$ cat config.mk
export PLATFORM = sky130hd
export DESIGN_NAME = aspo_serial_port
export DESIGN_NICKNAME = d
export VERILOG_FILES = /design/src/core/aspo_pkg.sv /design/src/core/aspo_rx_if.sv /design/src/core/aspo_rx.sv /design/src/core/aspo_serial_port.sv
export SDC_FILE = /design/constraint.sdc
export NUM_CORES = 1
export LEC_CHECK = 0
export ABC_AREA = 1
export BUFFER_PORTS_ARGS = -buffer_cell sky130_fd_sc_hd__buf_2
export CORE_ASPECT_RATIO = 0.75
export CORE_MARGIN = 2
export CORE_UTILIZATION = 45
export CTS_CLUSTER_DIAMETER = 100
export DETAILED_ROUTE_END_ITERATION = 16
export GPL_TIMING_DRIVEN = 0
export PLACE_DENSITY = 0.63
export SLEW_MARGIN = 25
export SYNTH_ARGS = -nofsm -noshare
export SYNTH_HDL_FRONTEND = slang
export SYNTH_SLANG_ARGS = --single-unit
export TNS_END_PERCENT = 30
$ cat constraint.sdc
create_clock -name ref_clk -period 2.8 [get_ports ref_clk]
set_clock_uncertainty 0.15 [all_clocks]
set_input_delay 0.84 -clock ref_clk [delete_from_list [all_inputs] [get_ports ref_clk]]
set_output_delay 0.84 -clock ref_clk [all_outputs]
set_load 0.01 [all_outputs]
$ cat src/core/aspo_pkg.sv
`default_nettype none

package aspo_pkg;

   // ************************************************************
   // register map
   // ************************************************************
   localparam logic [7:0] CTRL_ADDR  = 8'h98;
   localparam logic [7:0] DATA_ADDR  = 8'h99;
   localparam logic [7:0] CTRL_RESET = 8'h40;

   // ************************************************************
   // control register fields
   // ************************************************************
   localparam int unsigned MODE_BIT  = 7;
   localparam int unsigned SPARE_BIT = 6;
   localparam int unsigned MCE_BIT   = 5;
   localparam int unsigned REN_BIT   = 4;
   localparam int unsigned TB8_BIT   = 3;
   localparam int unsigned RB8_BIT   = 2;
   localparam int unsigned TI_BIT    = 1;
   localparam int unsigned RI_BIT    = 0;

   // ************************************************************
   // frame geometry
   // ************************************************************
   localparam logic [3:0] STOP_IDX_8BIT  = 4'h9;
   localparam logic [3:0] STOP_IDX_9BIT  = 4'hA;
   localparam logic [3:0] LAST_DATA_8BIT = 4'h7;
   localparam logic [3:0] LAST_DATA_9BIT = 4'h8;

   // ************************************************************
   // bit timer
   // ************************************************************
   localparam logic [7:0] TIMER_TOP = 8'hFF;

   // one timer tick: {overflow, next count}; reload after the top value
   function automatic logic [8:0] timer_step(input logic [7:0] count,
                                             input logic [7:0] reload);
      logic [8:0] res;
      res = 9'h000;
      if (count == TIMER_TOP) begin
         res = {1'b1, reload};
      end else begin
         res = {1'b0, count + 8'h01};
      end
      return res;
   endfunction

endpackage

`default_nettype wire

$ cat src/core/aspo_rx_if.sv
`timescale 1ns/1ps
`default_nettype none

interface aspo_rx_if;
   logic       rxEnable;     // receiver enabled
   logic       mode9;        // 9-bit frame selected
   logic [7:0] reloadByte;   // timer reload value
   logic       timerTick;    // timer input clock pulse
   logic       frameDone;    // one-cycle pulse after stop sample
   logic [7:0] dataByte;     // received data byte
   logic       ninthField;   // ninth bit (9-bit) or stop bit (8-bit)

   modport ctrl (output rxEnable, output mode9, output reloadByte, output timerTick,
                 input frameDone, input dataByte, input ninthField);
   modport rcv  (input rxEnable, input mode9, input reloadByte, input timerTick,
                 output frameDone, output dataByte, output ninthField);
endinterface

`default_nettype wire

$ cat src/core/aspo_rx.sv
`timescale 1ns/1ps
`default_nettype none

module aspo_rx (
   input  wire logic ref_clk,      // system clock
   input  wire logic rst_n,        // async reset, active low
   input  wire logic serialInPin,  // receive line from far end
   aspo_rx_if.rcv    link          // to control logic
);

   typedef enum logic [1:0] {
      RX_IDLE  = 2'b00,
      RX_START = 2'b01,
      RX_DATA  = 2'b11,
      RX_STOP  = 2'b10
   } aspo_rx_state_t;

   aspo_rx_state_t rxState_q;
   logic           rxMeta_q;
   logic           rxSync_q;
   logic [7:0]     rxCount_q;
   logic           rxHalf_q;
   logic [3:0]     rxBitCnt_q;
   logic [8:0]     rxShift_q;
   logic           rxMode9_q;
   logic           frameDone_q;
   logic [7:0]     dataByte_q;
   logic           ninthField_q;
   logic [8:0]     rxStep;
   logic           rxOvf;
   logic           rxSample;
   logic           startSeen;

   assign rxStep    = aspo_pkg::timer_step(rxCount_q, link.reloadByte);
   assign rxOvf     = link.timerTick & rxStep[8];
   // two overflows per bit; the half flag picks the middle of each bit
   assign rxSample  = rxOvf & ~rxHalf_q;
   assign startSeen = (rxState_q == RX_IDLE) & link.rxEnable & ~rxSync_q;

   assign link.frameDone  = frameDone_q;
   assign link.dataByte   = dataByte_q;
   assign link.ninthField = ninthField_q;

   // ************************************************************
   // pin synchroniser
   // ************************************************************
   always_ff @(posedge ref_clk or negedge rst_n) begin
      if (!rst_n) begin
         rxMeta_q <= 1'b1;
         rxSync_q <= 1'b1;
      end else begin
         rxMeta_q <= serialInPin;
         rxSync_q <= rxMeta_q;
      end
   end

   // ************************************************************
   // receive bit timer
   // ************************************************************
   always_ff @(posedge ref_clk or negedge rst_n) begin
      if (!rst_n) begin
         rxCount_q <= 8'h00;
         rxHalf_q  <= 1'b0;
      end else if (startSeen) begin
         rxCount_q <= link.reloadByte;
         rxHalf_q  <= 1'b0;
      end else if (link.timerTick) begin
         rxCount_q <= rxStep[7:0];
         if (rxOvf) begin
            rxHalf_q <= ~rxHalf_q;
         end
      end
   end

   // ************************************************************
   // frame sequencer
   // ************************************************************
   always_ff @(posedge ref_clk or negedge rst_n) begin
      if (!rst_n) begin
         rxState_q    <= RX_IDLE;
         rxBitCnt_q   <= 4'h0;
         rxShift_q    <= 9'h000;
         rxMode9_q    <= 1'b0;
         frameDone_q  <= 1'b0;
         dataByte_q   <= 8'h00;
         ninthField_q <= 1'b0;
      end else begin
         frameDone_q <= 1'b0;
         if (!link.rxEnable) begin
            rxState_q <= RX_IDLE;
         end else begin
            case (rxState_q)
               RX_IDLE: begin
                  if (startSeen) begin
                     rxState_q  <= RX_START;
                     rxMode9_q  <= link.mode9;
                     rxBitCnt_q <= 4'h0;
                  end
               end
               RX_START: begin
                  // a glitch shorter than half a bit is dropped here
                  if (rxOvf) begin
                     rxState_q <= rxSync_q ? RX_IDLE : RX_DATA;
                  end
               end
               RX_DATA: begin
                  if (rxSample) begin
                     rxShift_q  <= {rxSync_q, rxShift_q[8:1]};
                     rxBitCnt_q <= rxBitCnt_q + 4'h1;
                     if (rxBitCnt_q == (rxMode9_q ? aspo_pkg::LAST_DATA_9BIT
                                                  : aspo_pkg::LAST_DATA_8BIT)) begin
                        rxState_q <= RX_STOP;
                     end
                  end
               end
               RX_STOP: begin
                  if (rxSample) begin
                     frameDone_q <= 1'b1;
                     rxState_q   <= RX_IDLE;
                     if (rxMode9_q) begin
                        dataByte_q   <= rxShift_q[7:0];
                        ninthField_q <= rxShift_q[8];
                     end else begin
                        dataByte_q   <= rxShift_q[8:1];
                        ninthField_q <= rxSync_q;
                     end
                  end
               end
               default: rxState_q <= RX_IDLE;
            endcase
         end
      end
   end

   // ************************************************************
   // checks
   // ************************************************************
   rx_reload_start_a: assert property (@(posedge ref_clk) disable iff (!rst_n)
      startSeen |=> (rxCount_q == $past(link.reloadByte)) && (rxState_q == RX_START))
      else $error("receive timer not reloaded on start");

   rx_enable_gate_a: assert property (@(posedge ref_clk) disable iff (!rst_n)
      !link.rxEnable |=> (rxState_q == RX_IDLE) && !frameDone_q)
      else $error("receiver active while disabled");

endmodule

`default_nettype wire

$ cat src/core/aspo_serial_port.sv
`timescale 1ns/1ps
`default_nettype none

// Overview of operation
// - bit rate is timer clock over (256 minus reload byte), halved.
// - control bit 7 selects frame: 0 for 8-bit, 1 for 9-bit.
// - 8-bit frame: start, eight data bits LSB first, stop; ten bits.
// - 8-bit mode stores data in buffer and stop bit in received ninth bit.
// - writing the data buffer starts a transmit frame at once.
// - transmit complete flag sets when the stop bit starts, both modes.
// - receiver takes frames only while receive enable bit is one.
// - 8-bit load needs receive flag clear and, with filter on, stop bit one.
// - rejected frame leaves buffer, ninth bit and receive flag untouched.
// - on overrun the first byte stays; later frames are dropped.
// - interrupt request raised, when enabled, while either flag is set.
// - 9-bit frame: start, eight data LSB first, transmit ninth bit, stop.
// - 9-bit mode stores received ninth bit and ignores the stop bit.
// - 9-bit with filter on accepts only ninth bit one; off ignores it.
// - data location reads the receive buffer, writes the transmitter.
// - flags are never cleared by hardware, only by software writes.
// - receive timer reloads on start detection, apart from transmit timer.
module aspo_serial_port (
   input  wire logic       ref_clk,         // system clock, 20 MHz
   input  wire logic       rst_n,           // async reset, active low
   input  wire logic [7:0] sfrAddr,         // register address
   input  wire logic       sfrWrEn,         // write strobe, one cycle
   input  wire logic [7:0] sfrWrData,       // write data
   input  wire logic       sfrRdEn,         // read strobe, one cycle
   output var  logic [7:0] sfrRdData,       // read data, one cycle after strobe
   input  wire logic       timerTick,       // timer input clock pulse
   input  wire logic [7:0] timerReloadByte, // timer reload value
   input  wire logic       irqEnable,       // serial interrupt enabled
   output var  logic       irqReq,          // interrupt request level
   input  wire logic       serialInPin,     // receive line
   output var  logic       serialOutPin     // transmit line
);

   typedef enum logic [1:0] {
      TX_IDLE  = 2'b00,
      TX_SHIFT = 2'b01,
      TX_STOP  = 2'b11
   } aspo_tx_state_t;

   aspo_rx_if rxLink ();

   logic           frameWidthSelect_q;
   logic           spareBit_q;
   logic           multiprocFilterEnable_q;
   logic           receiveEnableBit_q;
   logic           transmitNinthBit_q;
   logic           receivedNinthBit_q;
   logic           transmitCompleteFlag_q;
   logic           receiveCompleteFlag_q;
   logic [7:0]     serialOneDataBuffer_q;
   aspo_tx_state_t txState_q;
   logic [10:0]    txShift_q;
   logic [3:0]     txBitIdx_q;
   logic [3:0]     txStopIdx_q;
   logic [7:0]     txCount_q;
   logic           txHalf_q;
   logic [8:0]     txStep;
   logic           txBitTick;
   logic           ctrlWrite;
   logic           dataWrite;
   logic           rxAccept;
   logic           txStopStart;
   logic [3:0]     txNextIdx;
   logic [7:0]     ctrlValue;

   assign ctrlWrite = sfrWrEn && (sfrAddr == aspo_pkg::CTRL_ADDR);
   assign dataWrite = sfrWrEn && (sfrAddr == aspo_pkg::DATA_ADDR);
   assign txStep    = aspo_pkg::timer_step(txCount_q, timerReloadByte);
   // two overflows make one bit time
   assign txBitTick = timerTick & txStep[8] & txHalf_q;
   assign txNextIdx = txBitIdx_q + 4'h1;
   assign txStopStart = (txState_q == TX_SHIFT) && txBitTick && (txNextIdx == txStopIdx_q);
   // the ninth field is the stop bit in 8-bit mode, so one test serves both
   assign rxAccept  = !receiveCompleteFlag_q
                      && (!multiprocFilterEnable_q || rxLink.ninthField);
   assign ctrlValue = {frameWidthSelect_q, spareBit_q, multiprocFilterEnable_q,
                       receiveEnableBit_q, transmitNinthBit_q, receivedNinthBit_q,
                       transmitCompleteFlag_q, receiveCompleteFlag_q};

   assign rxLink.rxEnable   = receiveEnableBit_q;
   assign rxLink.mode9      = frameWidthSelect_q;
   assign rxLink.reloadByte = timerReloadByte;
   assign rxLink.timerTick  = timerTick;

   aspo_rx u_rx (
      .ref_clk     (ref_clk),
      .rst_n       (rst_n),
      .serialInPin (serialInPin),
      .link        (rxLink)
   );

   // ************************************************************
   // control register
   // ************************************************************
   always_ff @(posedge ref_clk or negedge rst_n) begin
      if (!rst_n) begin
         frameWidthSelect_q      <= aspo_pkg::CTRL_RESET[aspo_pkg::MODE_BIT];
         spareBit_q              <= aspo_pkg::CTRL_RESET[aspo_pkg::SPARE_BIT];
         multiprocFilterEnable_q <= aspo_pkg::CTRL_RESET[aspo_pkg::MCE_BIT];
         receiveEnableBit_q      <= aspo_pkg::CTRL_RESET[aspo_pkg::REN_BIT];
         transmitNinthBit_q      <= aspo_pkg::CTRL_RESET[aspo_pkg::TB8_BIT];
      end else if (ctrlWrite) begin
         frameWidthSelect_q      <= sfrWrData[aspo_pkg::MODE_BIT];
         spareBit_q              <= sfrWrData[aspo_pkg::SPARE_BIT];
         multiprocFilterEnable_q <= sfrWrData[aspo_pkg::MCE_BIT];
         receiveEnableBit_q      <= sfrWrData[aspo_pkg::REN_BIT];
         transmitNinthBit_q      <= sfrWrData[aspo_pkg::TB8_BIT];
      end
   end

   // ************************************************************
   // status flags and receive buffer
   // ************************************************************
   // a hardware set in the same cycle as a software write wins
   always_ff @(posedge ref_clk or negedge rst_n) begin
      if (!rst_n) begin
         transmitCompleteFlag_q <= aspo_pkg::CTRL_RESET[aspo_pkg::TI_BIT];
      end else if (txStopStart) begin
         transmitCompleteFlag_q <= 1'b1;
      end else if (ctrlWrite) begin
         transmitCompleteFlag_q <= sfrWrData[aspo_pkg::TI_BIT];
      end
   end

   always_ff @(posedge ref_clk or negedge rst_n) begin
      if (!rst_n) begin
         receiveCompleteFlag_q <= aspo_pkg::CTRL_RESET[aspo_pkg::RI_BIT];
         receivedNinthBit_q    <= aspo_pkg::CTRL_RESET[aspo_pkg::RB8_BIT];
         serialOneDataBuffer_q <= 8'h00;
      end else if (rxLink.frameDone && rxAccept) begin
         receiveCompleteFlag_q <= 1'b1;
         receivedNinthBit_q    <= rxLink.ninthField;
         serialOneDataBuffer_q <= rxLink.dataByte;
      end else if (ctrlWrite) begin
         // rejected or overrun frames fall through here untouched
         receiveCompleteFlag_q <= sfrWrData[aspo_pkg::RI_BIT];
         receivedNinthBit_q    <= sfrWrData[aspo_pkg::RB8_BIT];
      end
   end

   // ************************************************************
   // register reads
   // ************************************************************
   always_ff @(posedge ref_clk or negedge rst_n) begin
      if (!rst_n) begin
         sfrRdData <= 8'h00;
      end else if (sfrRdEn) begin
         case (sfrAddr)
            aspo_pkg::CTRL_ADDR: sfrRdData <= ctrlValue;
            aspo_pkg::DATA_ADDR: sfrRdData <= serialOneDataBuffer_q;
            default:             sfrRdData <= 8'h00;
         endcase
      end
   end

   // ************************************************************
   // interrupt request
   // ************************************************************
   always_ff @(posedge ref_clk or negedge rst_n) begin
      if (!rst_n) begin
         irqReq <= 1'b0;
      end else begin
         irqReq <= irqEnable && (transmitCompleteFlag_q || receiveCompleteFlag_q);
      end
   end

   // ************************************************************
   // transmit bit timer
   // ************************************************************
   // restarted on a buffer write so the start bit is a full bit time
   always_ff @(posedge ref_clk or negedge rst_n) begin
      if (!rst_n) begin
         txCount_q <= 8'h00;
         txHalf_q  <= 1'b0;
      end else if (dataWrite) begin
         txCount_q <= timerReloadByte;
         txHalf_q  <= 1'b0;
      end else if (timerTick) begin
         txCount_q <= txStep[7:0];
         if (txStep[8]) begin
            txHalf_q <= ~txHalf_q;
         end
      end
   end

   // ************************************************************
   // transmitter
   // ************************************************************
   // a write during a frame aborts it and starts the new byte
   always_ff @(posedge ref_clk or negedge rst_n) begin
      if (!rst_n) begin
         txState_q    <= TX_IDLE;
         txShift_q    <= 11'h7FF;
         txBitIdx_q   <= 4'h0;
         txStopIdx_q  <= aspo_pkg::STOP_IDX_8BIT;
         serialOutPin <= 1'b1;
      end else if (dataWrite) begin
         txState_q    <= TX_SHIFT;
         txBitIdx_q   <= 4'h0;
         serialOutPin <= 1'b0;
         if (frameWidthSelect_q) begin
            txShift_q   <= {1'b1, transmitNinthBit_q, sfrWrData, 1'b0};
            txStopIdx_q <= aspo_pkg::STOP_IDX_9BIT;
         end else begin
            txShift_q   <= {2'b11, sfrWrData, 1'b0};
            txStopIdx_q <= aspo_pkg::STOP_IDX_8BIT;
         end
      end else if (txBitTick) begin
         case (txState_q)
            TX_SHIFT: begin
               txBitIdx_q   <= txNextIdx;
               serialOutPin <= txShift_q[txNextIdx];
               if (txNextIdx == txStopIdx_q) begin
                  txState_q <= TX_STOP;
               end
            end
            TX_STOP: begin
               txState_q    <= TX_IDLE;
               serialOutPin <= 1'b1;
            end
            TX_IDLE: serialOutPin <= 1'b1;
            default: txState_q <= TX_IDLE;
         endcase
      end
   end

   // ************************************************************
   // checks
   // ************************************************************
   tx_start_low_a: assert property (@(posedge ref_clk) disable iff (!rst_n)
      dataWrite |=> !serialOutPin && (txState_q == TX_SHIFT) && (txBitIdx_q == 4'h0))
      else $error("transmit did not start on buffer write");

   ti_at_stop_a: assert property (@(posedge ref_clk) disable iff (!rst_n)
      txStopStart && !dataWrite |=> transmitCompleteFlag_q && serialOutPin
                                   && (txState_q == TX_STOP))
      else $error("transmit flag not set at stop bit start");

   frame_length_a: assert property (@(posedge ref_clk) disable iff (!rst_n)
      dataWrite |=> (txStopIdx_q == ($past(frameWidthSelect_q) ? aspo_pkg::STOP_IDX_9BIT
                                                               : aspo_pkg::STOP_IDX_8BIT))
         && (txShift_q[9] == ($past(frameWidthSelect_q) ? $past(transmitNinthBit_q) : 1'b1)))
      else $error("stop bit at wrong frame position");

   tx_ninth_bit_a: assert property (@(posedge ref_clk) disable iff (!rst_n)
      (txState_q == TX_SHIFT) && (txBitIdx_q == 4'h9)
      && (txStopIdx_q == aspo_pkg::STOP_IDX_9BIT) |-> (serialOutPin == txShift_q[9]))
      else $error("ninth bit not driven in 9-bit frame");

   tx_timer_reload_a: assert property (@(posedge ref_clk) disable iff (!rst_n)
      timerTick && (txCount_q == 8'hFF) && !dataWrite |=> txCount_q == $past(timerReloadByte))
      else $error("transmit timer did not reload on overflow");

   rx_accept_load_a: assert property (@(posedge ref_clk) disable iff (!rst_n)
      rxLink.frameDone && rxAccept |=> receiveCompleteFlag_q
         && (serialOneDataBuffer_q == $past(rxLink.dataByte))
         && (receivedNinthBit_q == $past(rxLink.ninthField)))
      else $error("accepted frame not loaded");

   rx_reject_hold_a: assert property (@(posedge ref_clk) disable iff (!rst_n)
      rxLink.frameDone && !rxAccept && !ctrlWrite |=> $stable(serialOneDataBuffer_q)
         && $stable(receivedNinthBit_q) && $stable(receiveCompleteFlag_q))
      else $error("rejected frame changed receive state");

   rx_overrun_keep_a: assert property (@(posedge ref_clk) disable iff (!rst_n)
      receiveCompleteFlag_q && !ctrlWrite |=> $stable(serialOneDataBuffer_q))
      else $error("receive buffer overwritten on overrun");

   mce_filter_a: assert property (@(posedge ref_clk) disable iff (!rst_n)
      rxLink.frameDone && multiprocFilterEnable_q && !rxLink.ninthField
      && !receiveCompleteFlag_q && !ctrlWrite |=> !receiveCompleteFlag_q)
      else $error("filtered frame raised receive flag");

   irq_follow_a: assert property (@(posedge ref_clk) disable iff (!rst_n)
      irqEnable && (transmitCompleteFlag_q || receiveCompleteFlag_q) |=> irqReq)
      else $error("interrupt request missing");

   flag_sticky_a: assert property (@(posedge ref_clk) disable iff (!rst_n)
      (transmitCompleteFlag_q || receiveCompleteFlag_q) && !ctrlWrite
      |=> $past(transmitCompleteFlag_q) <= transmitCompleteFlag_q
          && $past(receiveCompleteFlag_q) <= receiveCompleteFlag_q)
      else $error("flag cleared without software write");

endmodule

`default_nettype wire

==> report_table.html, run 1 <==
<table>
<tr><th>Metric</th><th>Value</th></tr>
<tr><th colspan="2">Worst setup path</th></tr>
<tr><td>Setup CP Type</td><td>input pin to register</td></tr>
<tr><td>Worst reg-to-reg path cell count</td><td>7</td></tr>
<tr><td>Launching instance or port of the critical path</td><td>sfrAddr[2]</td></tr>
<tr><td>Worst R2R Setup Slack</td><td>980 ps</td></tr>
<tr><td>CP max FO</td><td>10</td></tr>
<tr><td>Worst flop-to-flop path startpoint</td><td>u_rx.rxState_q[0]</td></tr>
<tr><td>Critical path endpoint</td><td>txCount_q[4]</td></tr>
<tr><td>Crit. End Element</td><td>register</td></tr>
<tr><td>Endpoint of the lowest-slack register-to-register path</td><td>u_rx.rxCount_q[5]</td></tr>
<tr><td>Data required time at the worst endpoint</td><td>2880 ps</td></tr>
<tr><td>Kind of start point of the critical path</td><td>input pin</td></tr>
<tr><td>Arrival time of data at the critical path endpoint</td><td>2100 ps</td></tr>
<tr><th colspan="2">Clocking</th></tr>
<tr><td>Hold buffer count at cts</td><td>0</td></tr>
<tr><td>Cell at the root of the clock tree</td><td>sky130_fd_sc_hd__clkbuf_16</td></tr>
<tr><td>TritonCTS clock tree</td><td>yes</td></tr>
<tr><td>Number of buffers between clock root and the deepest sink</td><td>2</td></tr>
<tr><td>Post-CTS Resized</td><td>0</td></tr>
<tr><td>Worst-skew pair later-pin latency</td><td>340 ps</td></tr>
<tr><td>Clock slew seen by the registers of the worst setup and hold paths</td><td>60 ps</td></tr>
<tr><td>Post-CTS setup buffers</td><td>0</td></tr>
<tr><td>Total CTS buffers</td><td>9</td></tr>
<tr><td>Deepest level of the CTS H-tree</td><td>3</td></tr>
<tr><td>TritonCTS Sinks</td><td>90</td></tr>
<tr><th colspan="2">STA</th></tr>
<tr><td>Count of final hold-check violations</td><td>0</td></tr>
<tr><td>Worst-case headroom to the max-slew limit</td><td>just over 70%</td></tr>
<tr><td>Final worst path period share</td><td>71.92%</td></tr>
<tr><td>Sum Neg Setup Slack</td><td>0 ps</td></tr>
<tr><td>Crit path time final</td><td>2014 ps</td></tr>
<tr><td>Max Clock Freq</td><td>496.6 MHz</td></tr>
<tr><td>Final setup viols</td><td>0</td></tr>
<tr><td>Max Slew Vio Count</td><td>0</td></tr>
<tr><td>Setup repair after global routing missed its margin</td><td>no</td></tr>
<tr><td>Slew of the pin with the lowest slew margin</td><td>434.4 ps</td></tr>
<tr><th colspan="2">Global route</th></tr>
<tr><td>Number of global-route vias before repair</td><td>between 3,000 and 4,000</td></tr>
<tr><td>Maximum number of pins on one net before global-route repair</td><td>67</td></tr>
<tr><td>Met1 Usage GRT</td><td>26.97%</td></tr>
<tr><td>Busiest layer in global routing</td><td>met2</td></tr>
<tr><td>Global-route track usage on met2</td><td>27.76%</td></tr>
<tr><td>GRT Util Overall</td><td>approximately a fifth</td></tr>
<tr><td>First-pass GRT wire length</td><td>16,970 um</td></tr>
<tr><td>Global-route track usage on met3</td><td>between 5 and 6%</td></tr>
<tr><td>Remaining Overflow, GRT</td><td>0</td></tr>
<tr><td>Number of antenna violations at the first check in global routing</td><td>0</td></tr>
<tr><th colspan="2">Placement</th></tr>
<tr><td>Last weighted congestion value of the routability-driven placer</td><td>0.8057</td></tr>
<tr><td>Post-DP Area</td><td>5161 sq um</td></tr>
<tr><td>Total of buffers placed on input and output ports</td><td>39</td></tr>
<tr><td>Inst Count DP</td><td>around 770</td></tr>
<tr><td>Dpl hpwl</td><td>7339 um</td></tr>
<tr><th colspan="2">Cells and area</th></tr>
<tr><td>Post-route cell area</td><td>around 5400 sq um</td></tr>
<tr><td>Area added between synthesis and finish</td><td>14.19%</td></tr>
<tr><td>Post-route core utilization</td><td>52.85%</td></tr>
<tr><td>Layout net count</td><td>approximately 680</td></tr>
<tr><td>Final-layout fill cell count</td><td>~1,000</td></tr>
<tr><td>ANT cells</td><td>0</td></tr>
<tr><td>Number of non-filler instances in the completed layout</td><td>about 800</td></tr>
<tr><td>Multi-input combinational cell area</td><td>2076 sq um</td></tr>
<tr><td>Layout cells sized above 1</td><td>between 10% and 20%</td></tr>
<tr><td>Storage cell area</td><td>2271 sq um</td></tr>
<tr><th colspan="2">Detailed routing</th></tr>
<tr><td>Number of design rule violations left after detail routing</td><td>0</td></tr>
<tr><td>Detailed-route wire length</td><td>9986 um</td></tr>
<tr><td>Average via count per standard cell</td><td>4.953</td></tr>
<tr><td>Initial DRT Pass Iterations</td><td>4</td></tr>
<tr><td>Routed wire length per instance</td><td>12.77 um</td></tr>
<tr><td>Vias</td><td>3,873</td></tr>
<tr><td>Antenna-violating nets left</td><td>0</td></tr>
<tr><td>Number of design-rule violations left by the first detailed-router iteration</td><td>approximately 350</td></tr>
<tr><th colspan="2">Logic synthesis</th></tr>
<tr><td>Dominant register cell in the synthesized netlist</td><td>sky130_fd_sc_hd__dfrtp_1</td></tr>
<tr><td>Share of the yosys chip area belonging to registers</td><td>47.69%</td></tr>
<tr><td>Syn. warnings</td><td>0</td></tr>
<tr><td>Average size of a mapped cell</td><td>8.071 sq um</td></tr>
<tr><td>Total standard cell area after synthesis</td><td>4762 sq um</td></tr>
<tr><td>Fraction of post-synthesis cell area in the top cell type by area</td><td>between 30% and 40%</td></tr>
<tr><td>Number of distinct standard cells referenced by the synthesized netlist</td><td>36</td></tr>
<tr><td>Post-synth top area cell</td><td>sky130_fd_sc_hd__dfrtp_1</td></tr>
<tr><td>Syn Nets</td><td>632</td></tr>
<tr><td>#FFs+latches synth</td><td>90</td></tr>
<tr><td>Post-synthesis async set-or-reset flop share</td><td>between 90% and 100%</td></tr>
<tr><td>Biggest area contributors in the synthesized netlist</td><td>sky130_fd_sc_hd__dfrtp_1 (39%), sky130_fd_sc_hd__nand2_1 (14%), sky130_fd_sc_hd__dfstp_2 (8.3%)</td></tr>
<tr><td>Dominant cell by count in the synthesized netlist</td><td>sky130_fd_sc_hd__nand2_1</td></tr>
<tr><td>Post-synthesis instance total</td><td>590</td></tr>
<tr><td>Post-synth top cells</td><td>sky130_fd_sc_hd__nand2_1 (174), sky130_fd_sc_hd__inv_1 (86), sky130_fd_sc_hd__dfrtp_1 (75), sky130_fd_sc_hd__o21ai_0 (47), sky130_fd_sc_hd__nand3_1 (45)</td></tr>
<tr><td>Post-synth EDFFs</td><td>0</td></tr>
<tr><th colspan="2">Status</th></tr>
<tr><td>Outcome</td><td>complete, no violations</td></tr>
<tr><th colspan="2">Floorplan</th></tr>
<tr><td>DIE AREA</td><td>11,430 sq um</td></tr>
<tr><td>Area of the core</td><td>10,290 sq um</td></tr>
<tr><td>FP Rows</td><td>32</td></tr>
<tr><td>Starting density of the core</td><td>46.28%</td></tr>
<tr><td>Die span in y</td><td>93.09 um</td></tr>
<tr><td>Horizontal die dimension</td><td>122.8 um</td></tr>
<tr><td>Count of boundary I/O pins</td><td>between 40 and 50</td></tr>
<tr><th colspan="2">Power and ir drop</th></tr>
<tr><td>Areal power density over the cells</td><td>566.9 nW/um^2</td></tr>
<tr><td>Leakage power of the design</td><td>2.674 nW</td></tr>
<tr><td>Worst ir drop on vdd</td><td>0.0003033 V</td></tr>
<tr><th colspan="2">Job</th></tr>
<tr><td>Number of violations of the max-capacitance limit</td><td>0</td></tr>
<tr><th colspan="2">Min path</th></tr>
<tr><td>Class of the tightest hold or removal check</td><td>register to register</td></tr>
</table>
-- where the power goes --
group / internal (mW) / switching (mW) / total [mW] / leakage [nW]
registers: 1.43 / 0.113 / 1.54 / 1.09
logic: 0.170 / 0.246 / 0.416 / 1.45
clock network: 0.606 / 0.521 / 1.13 / 0.132
-- per-stage QoR --
step / hold slack, ps / total power, mW / worst slack [ps]
6_report: 204.6 / 3.083 / 786.4
3_5_place_dp: 197.9 / 1.979 / 460.1
2_1_floorplan: 195.2 / 1.838 / 805.2
5_1_grt: 207.8 / 3.271 / 727.2
3_3_place_gp: 196.4 / 1.957 / -122.5
4_1_cts: 206.8 / 3.128 / 798.8
-- layout make-up --
cell class / count / share of cell area [%]
Buffer: 13 / 1.634
Clock buffer: 9 / 4.142
Clock inverter: 7 / 0.9434
Inverter: 87 / 6.006
Multi-Input combinational cell: 400 / 38.17
Sequential cell: 90 / 41.76
Tap cell: 136 / 3.129
Timing Repair Buffer: 40 / 4.211
-- worst min-delay path by stage --
stage,cells after the start,from,end
global route,1,rst_n,u_rx.rxState_q[0]
floorplan,0,u_rx.rxMeta_q,u_rx.rxSync_q
finish,0,u_rx.rxMeta_q,u_rx.rxSync_q
CTS,1,rst_n,u_rx.rxBitCnt_q[3]
global placement,0,u_rx.rxMeta_q,u_rx.rxSync_q
detailed placement,0,u_rx.rxMeta_q,u_rx.rxSync_q
-- cell usage in the layout (no fill, tap or decap), types with 2 or more instances in the layout --
cell	n
sky130_fd_sc_hd__nor2_1	31
sky130_fd_sc_hd__o211ai_1	13
sky130_fd_sc_hd__xor2_1	5
sky130_fd_sc_hd__ha_1	11
sky130_fd_sc_hd__dfrtp_1	75
sky130_fd_sc_hd__clkbuf_1	6
sky130_fd_sc_hd__a31oi_1	8
sky130_fd_sc_hd__a21oi_1	9
sky130_fd_sc_hd__nand3_1	45
sky130_fd_sc_hd__xnor2_1	3
sky130_fd_sc_hd__nand3_2	2
sky130_fd_sc_hd__o21ai_2	12
sky130_fd_sc_hd__buf_2	40
sky130_fd_sc_hd__o21a_1	2
sky130_fd_sc_hd__nand2_4	2
sky130_fd_sc_hd__nor2_4	6
sky130_fd_sc_hd__dfstp_2	15
sky130_fd_sc_hd__buf_6	6
sky130_fd_sc_hd__o21ai_1	4
sky130_fd_sc_hd__nand4_1	7
sky130_fd_sc_hd__inv_1	86
sky130_fd_sc_hd__a21oi_2	2
sky130_fd_sc_hd__nor2_2	2
sky130_fd_sc_hd__clkinv_2	2
sky130_fd_sc_hd__nand2_2	5
sky130_fd_sc_hd__clkinvlp_4	2
sky130_fd_sc_hd__clkbuf_16	9
sky130_fd_sc_hd__nor3_1	2
sky130_fd_sc_hd__o21ai_0	47
sky130_fd_sc_hd__inv_6	2
sky130_fd_sc_hd__nand2_1	174
-- layer usage --
metal	share of wire, %	wire length, um
met5	0	0
met4	1.1	108
met3	4.2	415
met2	43	4279
met1	52	5183
-- sequential cells by signal (all words and copies together), names as in the netlist, 2 cells and up --
name and count:
txStopIdx_q 2, serialOneDataBuffer_q 8, u_rx.rxState_q 2, u_rx.rxShift_q 9, txState_q 2, txShift_q 10
txCount_q 8, sfrRdData 8, u_rx.rxBitCnt_q 4, u_rx.rxCount_q 8, txBitIdx_q 4, u_rx.link.dataByte 8
-- critical path, cell delays in order --
cell                      delay, ps
sky130_fd_sc_hd__buf_2           90
sky130_fd_sc_hd__inv_1           60
sky130_fd_sc_hd__nand2_1         80
sky130_fd_sc_hd__nor2_4         270
sky130_fd_sc_hd__nand3_4        210
sky130_fd_sc_hd__nand2_2        230
sky130_fd_sc_hd__inv_1          150
sky130_fd_sc_hd__nand2_1         90
sky130_fd_sc_hd__nand2_1         50
-- kinds of logic (layout without fill, tap and decap cells) --
kind of cell,Yosys count,after routing,share of synthesized area (%)
AO/OA/AOI/OAI,101,101,13.06
XOR/XNOR,8,8,1.471
adder cells (fa/ha/maj),11,11,2.890
buffers and inverters,100,156,8.723
flip-flops,90,90,47.69
AND/OR/NAND/NOR,280,280,26.17
Note: power is estimated with default switching activity, not from simulation.
==> run 2: changes to the inputs <==
==> constraint.sdc (replaced) <==
create_clock -name ref_clk -period 2 [get_ports ref_clk]
set_clock_uncertainty 0.15 [all_clocks]
set_input_delay 0.6 -clock ref_clk [delete_from_list [all_inputs] [get_ports ref_clk]]
set_output_delay 0.6 -clock ref_clk [all_outputs]
set_load 0.01 [all_outputs]
==> run 2 against run 1 <==
Net effect: non-clock buffer count is 1 higher; count of clock-buffer cells in the layout unchanged; hold slack unchanged; register-to-register slack worse by 770 ps; power is 40% higher.
==> report_table.html, run 2 (synthesis gave the netlist of run 1 again) <==
<table>
<tr><th>Metric</th><th>Value</th></tr>
<tr><th colspan="2">Floorplan</th></tr>
<tr><td>Horizontal die dimension</td><td>122.8 um</td></tr>
<tr><td>DIE AREA</td><td>11,430 sq um</td></tr>
<tr><td>Starting density of the core</td><td>46.28%</td></tr>
<tr><td>Area of the core</td><td>between 10,000 and 15,000 sq um</td></tr>
<tr><td>FP Rows</td><td>32</td></tr>
<tr><td>Die span in y</td><td>93.09 um</td></tr>
<tr><td>Count of boundary I/O pins</td><td>41</td></tr>
<tr><th colspan="2">Min path</th></tr>
<tr><td>Class of the tightest hold or removal check</td><td>register to register</td></tr>
<tr><td>Startpoint of the worst hold path</td><td>u_rx.rxMeta_q</td></tr>
<tr><td>Depth of the worst hold-timing path</td><td>0</td></tr>
<tr><td>Hold Path End</td><td>u_rx.rxSync_q</td></tr>
<tr><th colspan="2">Worst setup path</th></tr>
<tr><td>Worst path slowest cell</td><td>sky130_fd_sc_hd__dfrtp_1</td></tr>
<tr><td>CP cell instances</td><td>ha_1 &gt; nand2_1 &gt; nor2_2 &gt; nand2_1 &gt; nand2_2 &gt; inv_1 &gt; nand2_1 &gt; nand3_1 &gt; nand2_1</td></tr>
<tr><td>Data required time at the worst endpoint</td><td>approximately 2100 ps</td></tr>
<tr><td>Kind of start point of the critical path</td><td>register</td></tr>
<tr><td>Worst flop-to-flop path startpoint</td><td>txCount_q[0]</td></tr>
<tr><td>Worst R2R Setup Slack</td><td>roughly 210 ps</td></tr>
<tr><td>Crit-path most repeated cell</td><td>sky130_fd_sc_hd__nand2_1</td></tr>
<tr><td>Critical path's top delay family</td><td>simple AND/OR/NAND/NOR gates</td></tr>
<tr><td>Endpoint of the lowest-slack register-to-register path</td><td>txCount_q[2]</td></tr>
<tr><td>Worst reg-to-reg path cell count</td><td>9</td></tr>
<tr><td>Crit. End Element</td><td>register</td></tr>
<tr><td>Slowest Stage Delay on Critical Path</td><td>420 ps</td></tr>
<tr><td>CP max FO</td><td>8</td></tr>
<tr><td>Crit path buf inv count</td><td>1</td></tr>
<tr><td>Setup CP Type</td><td>register to register</td></tr>
<tr><td>Arrival time of data at the critical path endpoint</td><td>1930 ps</td></tr>
<tr><th colspan="2">Placement</th></tr>
<tr><td>Dpl hpwl</td><td>7339 um</td></tr>
<tr><td>Post-placement worst setup slack</td><td>-99.93 ps</td></tr>
<tr><td>Inst Count DP</td><td>766</td></tr>
<tr><td>Last weighted congestion value of the routability-driven placer</td><td>around 0.8</td></tr>
<tr><td>Total of buffers placed on input and output ports</td><td>39</td></tr>
<tr><th colspan="2">STA</th></tr>
<tr><td>Crit path time final</td><td>1793 ps</td></tr>
<tr><td>Setup repair after global routing missed its margin</td><td>no</td></tr>
<tr><td>Worst-case headroom to the max-slew limit</td><td>70.37%</td></tr>
<tr><td>Max Clock Freq</td><td>557.8 MHz</td></tr>
<tr><td>Sum Neg Setup Slack</td><td>0 ps</td></tr>
<tr><td>Final setup viols</td><td>0</td></tr>
<tr><td>Final worst path period share</td><td>89.64%</td></tr>
<tr><td>Slew of the pin with the lowest slew margin</td><td>between 400 and 500 ps</td></tr>
<tr><td>Worst setup margin</td><td>207.2 ps</td></tr>
<tr><td>Count of final hold-check violations</td><td>0</td></tr>
<tr><td>Max Slew Vio Count</td><td>0</td></tr>
<tr><th colspan="2">Power and ir drop</th></tr>
<tr><td>Switching power share of the total</td><td>~29%</td></tr>
<tr><td>Leakage power of the design</td><td>approximately 2.7 nW</td></tr>
<tr><td>Clock power share</td><td>36.6%</td></tr>
<tr><td>Power Total</td><td>4.323 mW</td></tr>
<tr><td>Register share of total power</td><td>49.9%</td></tr>
<tr><td>Combinational share of power</td><td>between 10% and 20%</td></tr>
<tr><td>Worst ir drop on vdd</td><td>0.0004247 V</td></tr>
<tr><td>Internal power of the cells</td><td>approximately 3 mW</td></tr>
<tr><td>Psw</td><td>1.237 mW</td></tr>
<tr><td>Areal power density over the cells</td><td>between 700 and 800 nW/um^2</td></tr>
<tr><th colspan="2">Cells and area</th></tr>
<tr><td>Commonest non-fill, non-tap cells in the layout</td><td>sky130_fd_sc_hd__nand2_1 (173), sky130_fd_sc_hd__inv_1 (86), sky130_fd_sc_hd__dfrtp_1 (75)</td></tr>
<tr><td>Layout cells sized above 1</td><td>18.08%</td></tr>
<tr><td>Layout net count</td><td>around 700</td></tr>
<tr><td>Number of non-filler instances in the completed layout</td><td>783</td></tr>
<tr><td>Area added between synthesis and finish</td><td>14.58%</td></tr>
<tr><td>Final-layout fill cell count</td><td>approximately 1,000</td></tr>
<tr><td>Max FFs per register</td><td>10</td></tr>
<tr><td>Registers with the highest flip-flop counts</td><td>txShift_q: 10 flops, u_rx.rxShift_q: 9 flops</td></tr>
<tr><td>Post-route core utilization</td><td>~53%</td></tr>
<tr><td>Register name with the most flops</td><td>txShift_q</td></tr>
<tr><td>Commonest non-fill, non-tap cell in the layout</td><td>sky130_fd_sc_hd__nand2_1</td></tr>
<tr><td>ANT cells</td><td>0</td></tr>
<tr><th colspan="2">Clocking</th></tr>
<tr><td>Post-CTS setup buffers</td><td>0</td></tr>
<tr><td>Worst-skew pair later-pin latency</td><td>340 ps</td></tr>
<tr><td>Clock slew seen by the registers of the worst setup and hold paths</td><td>60 ps</td></tr>
<tr><td>TritonCTS clock tree</td><td>yes</td></tr>
<tr><td>Cell at the root of the clock tree</td><td>sky130_fd_sc_hd__clkbuf_16</td></tr>
<tr><td>Deepest level of the CTS H-tree</td><td>3</td></tr>
<tr><td>Number of buffers between clock root and the deepest sink</td><td>2</td></tr>
<tr><td>TritonCTS Sinks</td><td>90</td></tr>
<tr><td>Total CTS buffers</td><td>9</td></tr>
<tr><th colspan="2">Detailed routing</th></tr>
<tr><td>Vias</td><td>3,881</td></tr>
<tr><td>Average via count per standard cell</td><td>4.957</td></tr>
<tr><td>Number of design-rule violations left by the first detailed-router iteration</td><td>286</td></tr>
<tr><td>Routed wire length per instance</td><td>12.83 um</td></tr>
<tr><td>Antenna-violating nets left</td><td>0</td></tr>
<tr><td>Number of design rule violations left after detail routing</td><td>0</td></tr>
<tr><td>Detailed-route wire length</td><td>10,040 um</td></tr>
<tr><td>Initial DRT Pass Iterations</td><td>4</td></tr>
<tr><th colspan="2">Global route</th></tr>
<tr><td>Remaining Overflow, GRT</td><td>0</td></tr>
<tr><td>First-pass GRT wire length</td><td>16,970 um</td></tr>
<tr><td>Maximum number of pins on one net before global-route repair</td><td>67</td></tr>
<tr><td>GRT Util Overall</td><td>between 10% and 20%</td></tr>
<tr><td>Number of global-route vias before repair</td><td>3,672</td></tr>
<tr><td>Number of antenna violations at the first check in global routing</td><td>0</td></tr>
<tr><th colspan="2">Status</th></tr>
<tr><td>Outcome</td><td>complete, no violations</td></tr>
<tr><th colspan="2">Job</th></tr>
<tr><td>Number of violations of the max-capacitance limit</td><td>0</td></tr>
</table>
-- run 2: cell types whose count changed in the layout (fill, tap and decap cells not counted) --
cell,delta
sky130_fd_sc_hd__o21ai_1,-1
sky130_fd_sc_hd__nand2_1,-1
sky130_fd_sc_hd__o21ai_2,+1
sky130_fd_sc_hd__dlygate4sd3_1,+1
sky130_fd_sc_hd__nor2_2,+1
sky130_fd_sc_hd__nand2_2,+1
sky130_fd_sc_hd__nor2_1,-1
-- run 2: layout make-up --
class	count	area, sq um	area share, %
plain buffers	13	88.84	1.628
flip-flops and latches	90	2271	41.62
clock buffers	9	225.2	4.127
multi-input cells	400	2085	38.20
repair buffers	41	239.0	4.380
inverters	87	326.6	5.985
well taps	136	170.2	3.119
clock inverters	7	51.30	0.9402
-- run 2: how the worst max path moves through the flow --
stage	startpoint	to	slack, ps	cells after the start
3_5_place_dp	sfrAddr[2]	txCount_q[2]	-100	9
4_1_cts	u_rx.rxState_q[0]	u_rx.rxCount_q[5]	150	7
3_3_place_gp	rst_n	txBitIdx_q[3]	-680	1
5_1_grt	txCount_q[0]	txBitIdx_q[0]	8	8
2_1_floorplan	sfrAddr[6]	receiveEnableBit_q	250	9
6_report	txCount_q[0]	txCount_q[2]	210	9
-- run 2: metrics by stage --
step / hold WS, ps / cell area, sq um
final: 204.6 / 5456
after floorplan: 154.4 / 4762
after global routing: 186.4 / 5456
after CTS: 190.6 / 5448
after detailed placement: 197.9 / 5161
after global placement: 196.4 / 5127
-- run 2: per-layer routing --
layer / vias to the layer above / share of wire [%] / track usage (%)
met5: - / 0 / 0
met4: 0 / 0.93 / 5.364
met3: 8 / 3.8 / 5.549
met2: 64 / 43 / 27.76
met1: 1810 / 52 / 26.97
li1: 1999 / - / -
-- run 2: power by group through the flow --
stage          logic (mW)  clock network, mW  registers [mW]
2_1_floorplan       0.417                  0            2.16
3_3_place_gp        0.560                  0            2.18
3_5_place_dp        0.590                  0            2.18
4_1_cts             0.591               1.64            2.15
5_1_grt             0.677               1.72            2.18
6_report            0.585               1.58            2.16
-- run 2: repair_timing --
action | CTS | global route
resized for setup | 0 | 3
endpoints found under the hold margin | 21 | 0
setup endpoints to repair | 0 | 5
hold buffers | 1 | 0
==> run 3: changes to the inputs <==
==> constraint.sdc (replaced) <==
create_clock -name ref_clk -period 1.9 [get_ports ref_clk]
set_clock_uncertainty 0.15 [all_clocks]
set_input_delay 0.57 -clock ref_clk [delete_from_list [all_inputs] [get_ports ref_clk]]
set_output_delay 0.57 -clock ref_clk [all_outputs]
set_load 0.01 [all_outputs]
==> run 3 against run 2 <==
Net effect: global-route usage is the same; critical endpoint is now u_rx.rxShift_q[7]; routed wire length grew 1.4%; first-iteration DRC count shrank 3.1%; cell area grew 0.69%; sequential power grew 5%; via count grew 0.31%; cell count grew 0.13%; highest routed layer unchanged; maximum frequency shrank 0.62%.
==> report_table.html, run 3 (synthesis gave the netlist of run 1 again) <==
<table>
<tr><th>Metric</th><th>Value</th></tr>
<tr><th colspan="2">Clocking</th></tr>
<tr><td>TritonCTS Sinks</td><td>90</td></tr>
<tr><td>Number of buffers between clock root and the deepest sink</td><td>2</td></tr>
<tr><td>Deepest level of the CTS H-tree</td><td>3</td></tr>
<tr><td>TritonCTS clock tree</td><td>yes</td></tr>
<tr><td>Worst-skew pair later-pin latency</td><td>340 ps</td></tr>
<tr><td>Total CTS buffers</td><td>9</td></tr>
<tr><td>Clock slew seen by the registers of the worst setup and hold paths</td><td>approximately 60 ps</td></tr>
<tr><td>Cell at the root of the clock tree</td><td>sky130_fd_sc_hd__clkbuf_16</td></tr>
<tr><th colspan="2">Global route</th></tr>
<tr><td>First-pass GRT wire length</td><td>around 17,000 um</td></tr>
<tr><td>Remaining Overflow, GRT</td><td>0</td></tr>
<tr><td>Number of global-route vias before repair</td><td>roughly 3,700</td></tr>
<tr><td>Number of antenna violations at the first check in global routing</td><td>0</td></tr>
<tr><td>GRT Util Overall</td><td>18.87%</td></tr>
<tr><td>Maximum number of pins on one net before global-route repair</td><td>67</td></tr>
<tr><th colspan="2">STA</th></tr>
<tr><td>Worst setup margin</td><td>96.06 ps</td></tr>
<tr><td>Max Clock Freq</td><td>554.3 MHz</td></tr>
<tr><td>Fin Hold WS</td><td>177.8 ps</td></tr>
<tr><td>Max Slew Vio Count</td><td>0</td></tr>
<tr><td>Setup repair after global routing missed its margin</td><td>yes</td></tr>
<tr><td>Final setup viols</td><td>0</td></tr>
<tr><td>Worst-case headroom to the max-slew limit</td><td>between 70 and 80%</td></tr>
<tr><td>Count of final hold-check violations</td><td>0</td></tr>
<tr><td>Final worst path period share</td><td>94.94%</td></tr>
<tr><td>Crit path time final</td><td>1804 ps</td></tr>
<tr><td>Slew of the pin with the lowest slew margin</td><td>roughly 430 ps</td></tr>
<tr><th colspan="2">Worst setup path</th></tr>
<tr><td>Data required time at the worst endpoint</td><td>about 2000 ps</td></tr>
<tr><td>Crit-path most repeated cell</td><td>sky130_fd_sc_hd__nor2_4</td></tr>
<tr><td>Slowest Stage Delay on Critical Path</td><td>380 ps</td></tr>
<tr><td>Arrival time of data at the critical path endpoint</td><td>1890 ps</td></tr>
<tr><td>Kind of start point of the critical path</td><td>register</td></tr>
<tr><td>Worst reg-to-reg path cell count</td><td>9</td></tr>
<tr><td>Worst flop-to-flop path startpoint</td><td>u_rx.rxCount_q[0]</td></tr>
<tr><td>Worst R2R Setup Slack</td><td>100 ps</td></tr>
<tr><td>CP cell instances</td><td>ha_1 &gt; nand2_2 &gt; nor2_4 &gt; nand3_2 &gt; nor2_4 &gt; nand2_4 &gt; buf_6 &gt; nand2_1 &gt; o21ai_2</td></tr>
<tr><td>Crit. End Element</td><td>register</td></tr>
<tr><td>Setup CP Type</td><td>register to register</td></tr>
<tr><td>CP max FO</td><td>10</td></tr>
<tr><td>Worst path slowest cell</td><td>sky130_fd_sc_hd__dfrtp_1</td></tr>
<tr><td>Endpoint of the lowest-slack register-to-register path</td><td>u_rx.rxShift_q[7]</td></tr>
<tr><th colspan="2">Cells and area</th></tr>
<tr><td>ANT cells</td><td>0</td></tr>
<tr><td>Post-route core utilization</td><td>a little over half</td></tr>
<tr><td>Area added between synthesis and finish</td><td>15.37%</td></tr>
<tr><td>Register name with the most flops</td><td>txShift_q</td></tr>
<tr><td>Commonest non-fill, non-tap cell in the layout</td><td>sky130_fd_sc_hd__nand2_1</td></tr>
<tr><td>Layout cells sized above 1</td><td>18.36%</td></tr>
<tr><td>Commonest non-fill, non-tap cells in the layout</td><td>sky130_fd_sc_hd__nand2_1 (172), sky130_fd_sc_hd__inv_1 (86), sky130_fd_sc_hd__dfrtp_1 (75)</td></tr>
<tr><td>Registers with the highest flip-flop counts</td><td>txShift_q: 10 flops, u_rx.rxShift_q: 9 flops</td></tr>
<tr><td>Post-route cell area</td><td>5494 sq um</td></tr>
<tr><td>Layout net count</td><td>685</td></tr>
<tr><td>Max FFs per register</td><td>10</td></tr>
<tr><th colspan="2">Floorplan</th></tr>
<tr><td>DIE AREA</td><td>11,430 sq um</td></tr>
<tr><td>Area of the core</td><td>around 10,000 sq um</td></tr>
<tr><td>FP Rows</td><td>32</td></tr>
<tr><td>Starting density of the core</td><td>46.28%</td></tr>
<tr><td>Count of boundary I/O pins</td><td>41</td></tr>
<tr><td>Horizontal die dimension</td><td>122.8 um</td></tr>
<tr><td>Die span in y</td><td>slightly above 90 um</td></tr>
<tr><th colspan="2">Detailed routing</th></tr>
<tr><td>Initial DRT Pass Iterations</td><td>4</td></tr>
<tr><td>Number of design-rule violations left by the first detailed-router iteration</td><td>277</td></tr>
<tr><td>Antenna-violating nets left</td><td>0</td></tr>
<tr><td>Average via count per standard cell</td><td>around 5.0</td></tr>
<tr><td>Vias</td><td>3,893</td></tr>
<tr><td>Routed wire length per instance</td><td>12.99 um</td></tr>
<tr><td>Number of design rule violations left after detail routing</td><td>0</td></tr>
<tr><td>Detailed-route wire length</td><td>10,180 um</td></tr>
<tr><th colspan="2">Power and ir drop</th></tr>
<tr><td>Areal power density over the cells</td><td>slightly above 800 nW/um^2</td></tr>
<tr><td>Power Total</td><td>4.562 mW</td></tr>
<tr><td>Worst ir drop on vdd</td><td>0.0004544 V</td></tr>
<tr><td>Leakage power of the design</td><td>2.691 nW</td></tr>
<tr><th colspan="2">Min path</th></tr>
<tr><td>Depth of the worst hold-timing path</td><td>1</td></tr>
<tr><td>Startpoint of the worst hold path</td><td>serialInPin</td></tr>
<tr><td>Class of the tightest hold or removal check</td><td>input pin to register</td></tr>
<tr><td>Hold Path End</td><td>u_rx.rxMeta_q</td></tr>
<tr><th colspan="2">Placement</th></tr>
<tr><td>Dpl hpwl</td><td>roughly 7300 um</td></tr>
<tr><td>Total of buffers placed on input and output ports</td><td>39</td></tr>
<tr><td>Last weighted congestion value of the routability-driven placer</td><td>0.8057</td></tr>
<tr><td>Post-DP Area</td><td>5161 sq um</td></tr>
<tr><td>Post-placement worst setup slack</td><td>-169.9 ps</td></tr>
<tr><th colspan="2">Status</th></tr>
<tr><td>Outcome</td><td>complete, no violations</td></tr>
<tr><th colspan="2">Job</th></tr>
<tr><td>Number of violations of the max-capacitance limit</td><td>0</td></tr>
</table>
-- run 3: cell type report --
| type | instances | area, sq um |
|---|---|---|
| multi-input cells | 401 | 2122 |
| inverters | 87 | 326.6 |
| fillers | 1006 | 4796 |
| well taps | 136 | 170.2 |
| clock inverters | 7 | 51.30 |
| clock buffers | 9 | 225.2 |
| flip-flops and latches | 90 | 2271 |
| repair buffers | 41 | 239.0 |
| plain buffers | 13 | 88.84 |
-- run 3: power breakdown --
| part | switching, mW | internal [mW] |
|---|---|---|
| Combinational | 0.375 | 0.254 |
| Sequential | 0.165 | 2.10 |
| Clock | 0.772 | 0.893 |
-- run 3: per-layer routing --
layer  track usage, %  part of all wire [%]
met1            26.97                    52
met2            27.76                    43
met4            5.364                   1.1
met3            5.549                   3.8
met5                0                     0
-- run 3: how the worst max path moves through the flow --
stage                               to               from
finish               u_rx.rxShift_q[7]  u_rx.rxCount_q[0]
CTS                  u_rx.rxCount_q[5]  u_rx.rxState_q[0]
detailed placement        txCount_q[2]         sfrAddr[2]
global placement         txBitIdx_q[3]              rst_n
floorplan           receiveEnableBit_q         sfrAddr[6]
global route         u_rx.rxShift_q[7]  u_rx.rxCount_q[0]
-- run 3: critical path: cells and delay by family, from the launching register on --
family,cells,cell delay (ps)
compound gates,1,50
flops,1,380
buf+inv,1,170
fa+ha+maj,1,210
simple gates,6,750
-- run 3: through the flow --
step	instances	setup TNS, ps
after global routing	784	-146.8
after detailed placement	766	-3136
after floorplan	590	0
final	784	0
after CTS	783	0
after global placement	765	-63000
-- run 3: what timing repair did --
action,CTS,global route
setup endpoints to repair,0,31
setup buffers,0,0
hold buffers,1,0
hold endpoints to repair,21,0
gates resized for setup,0,11
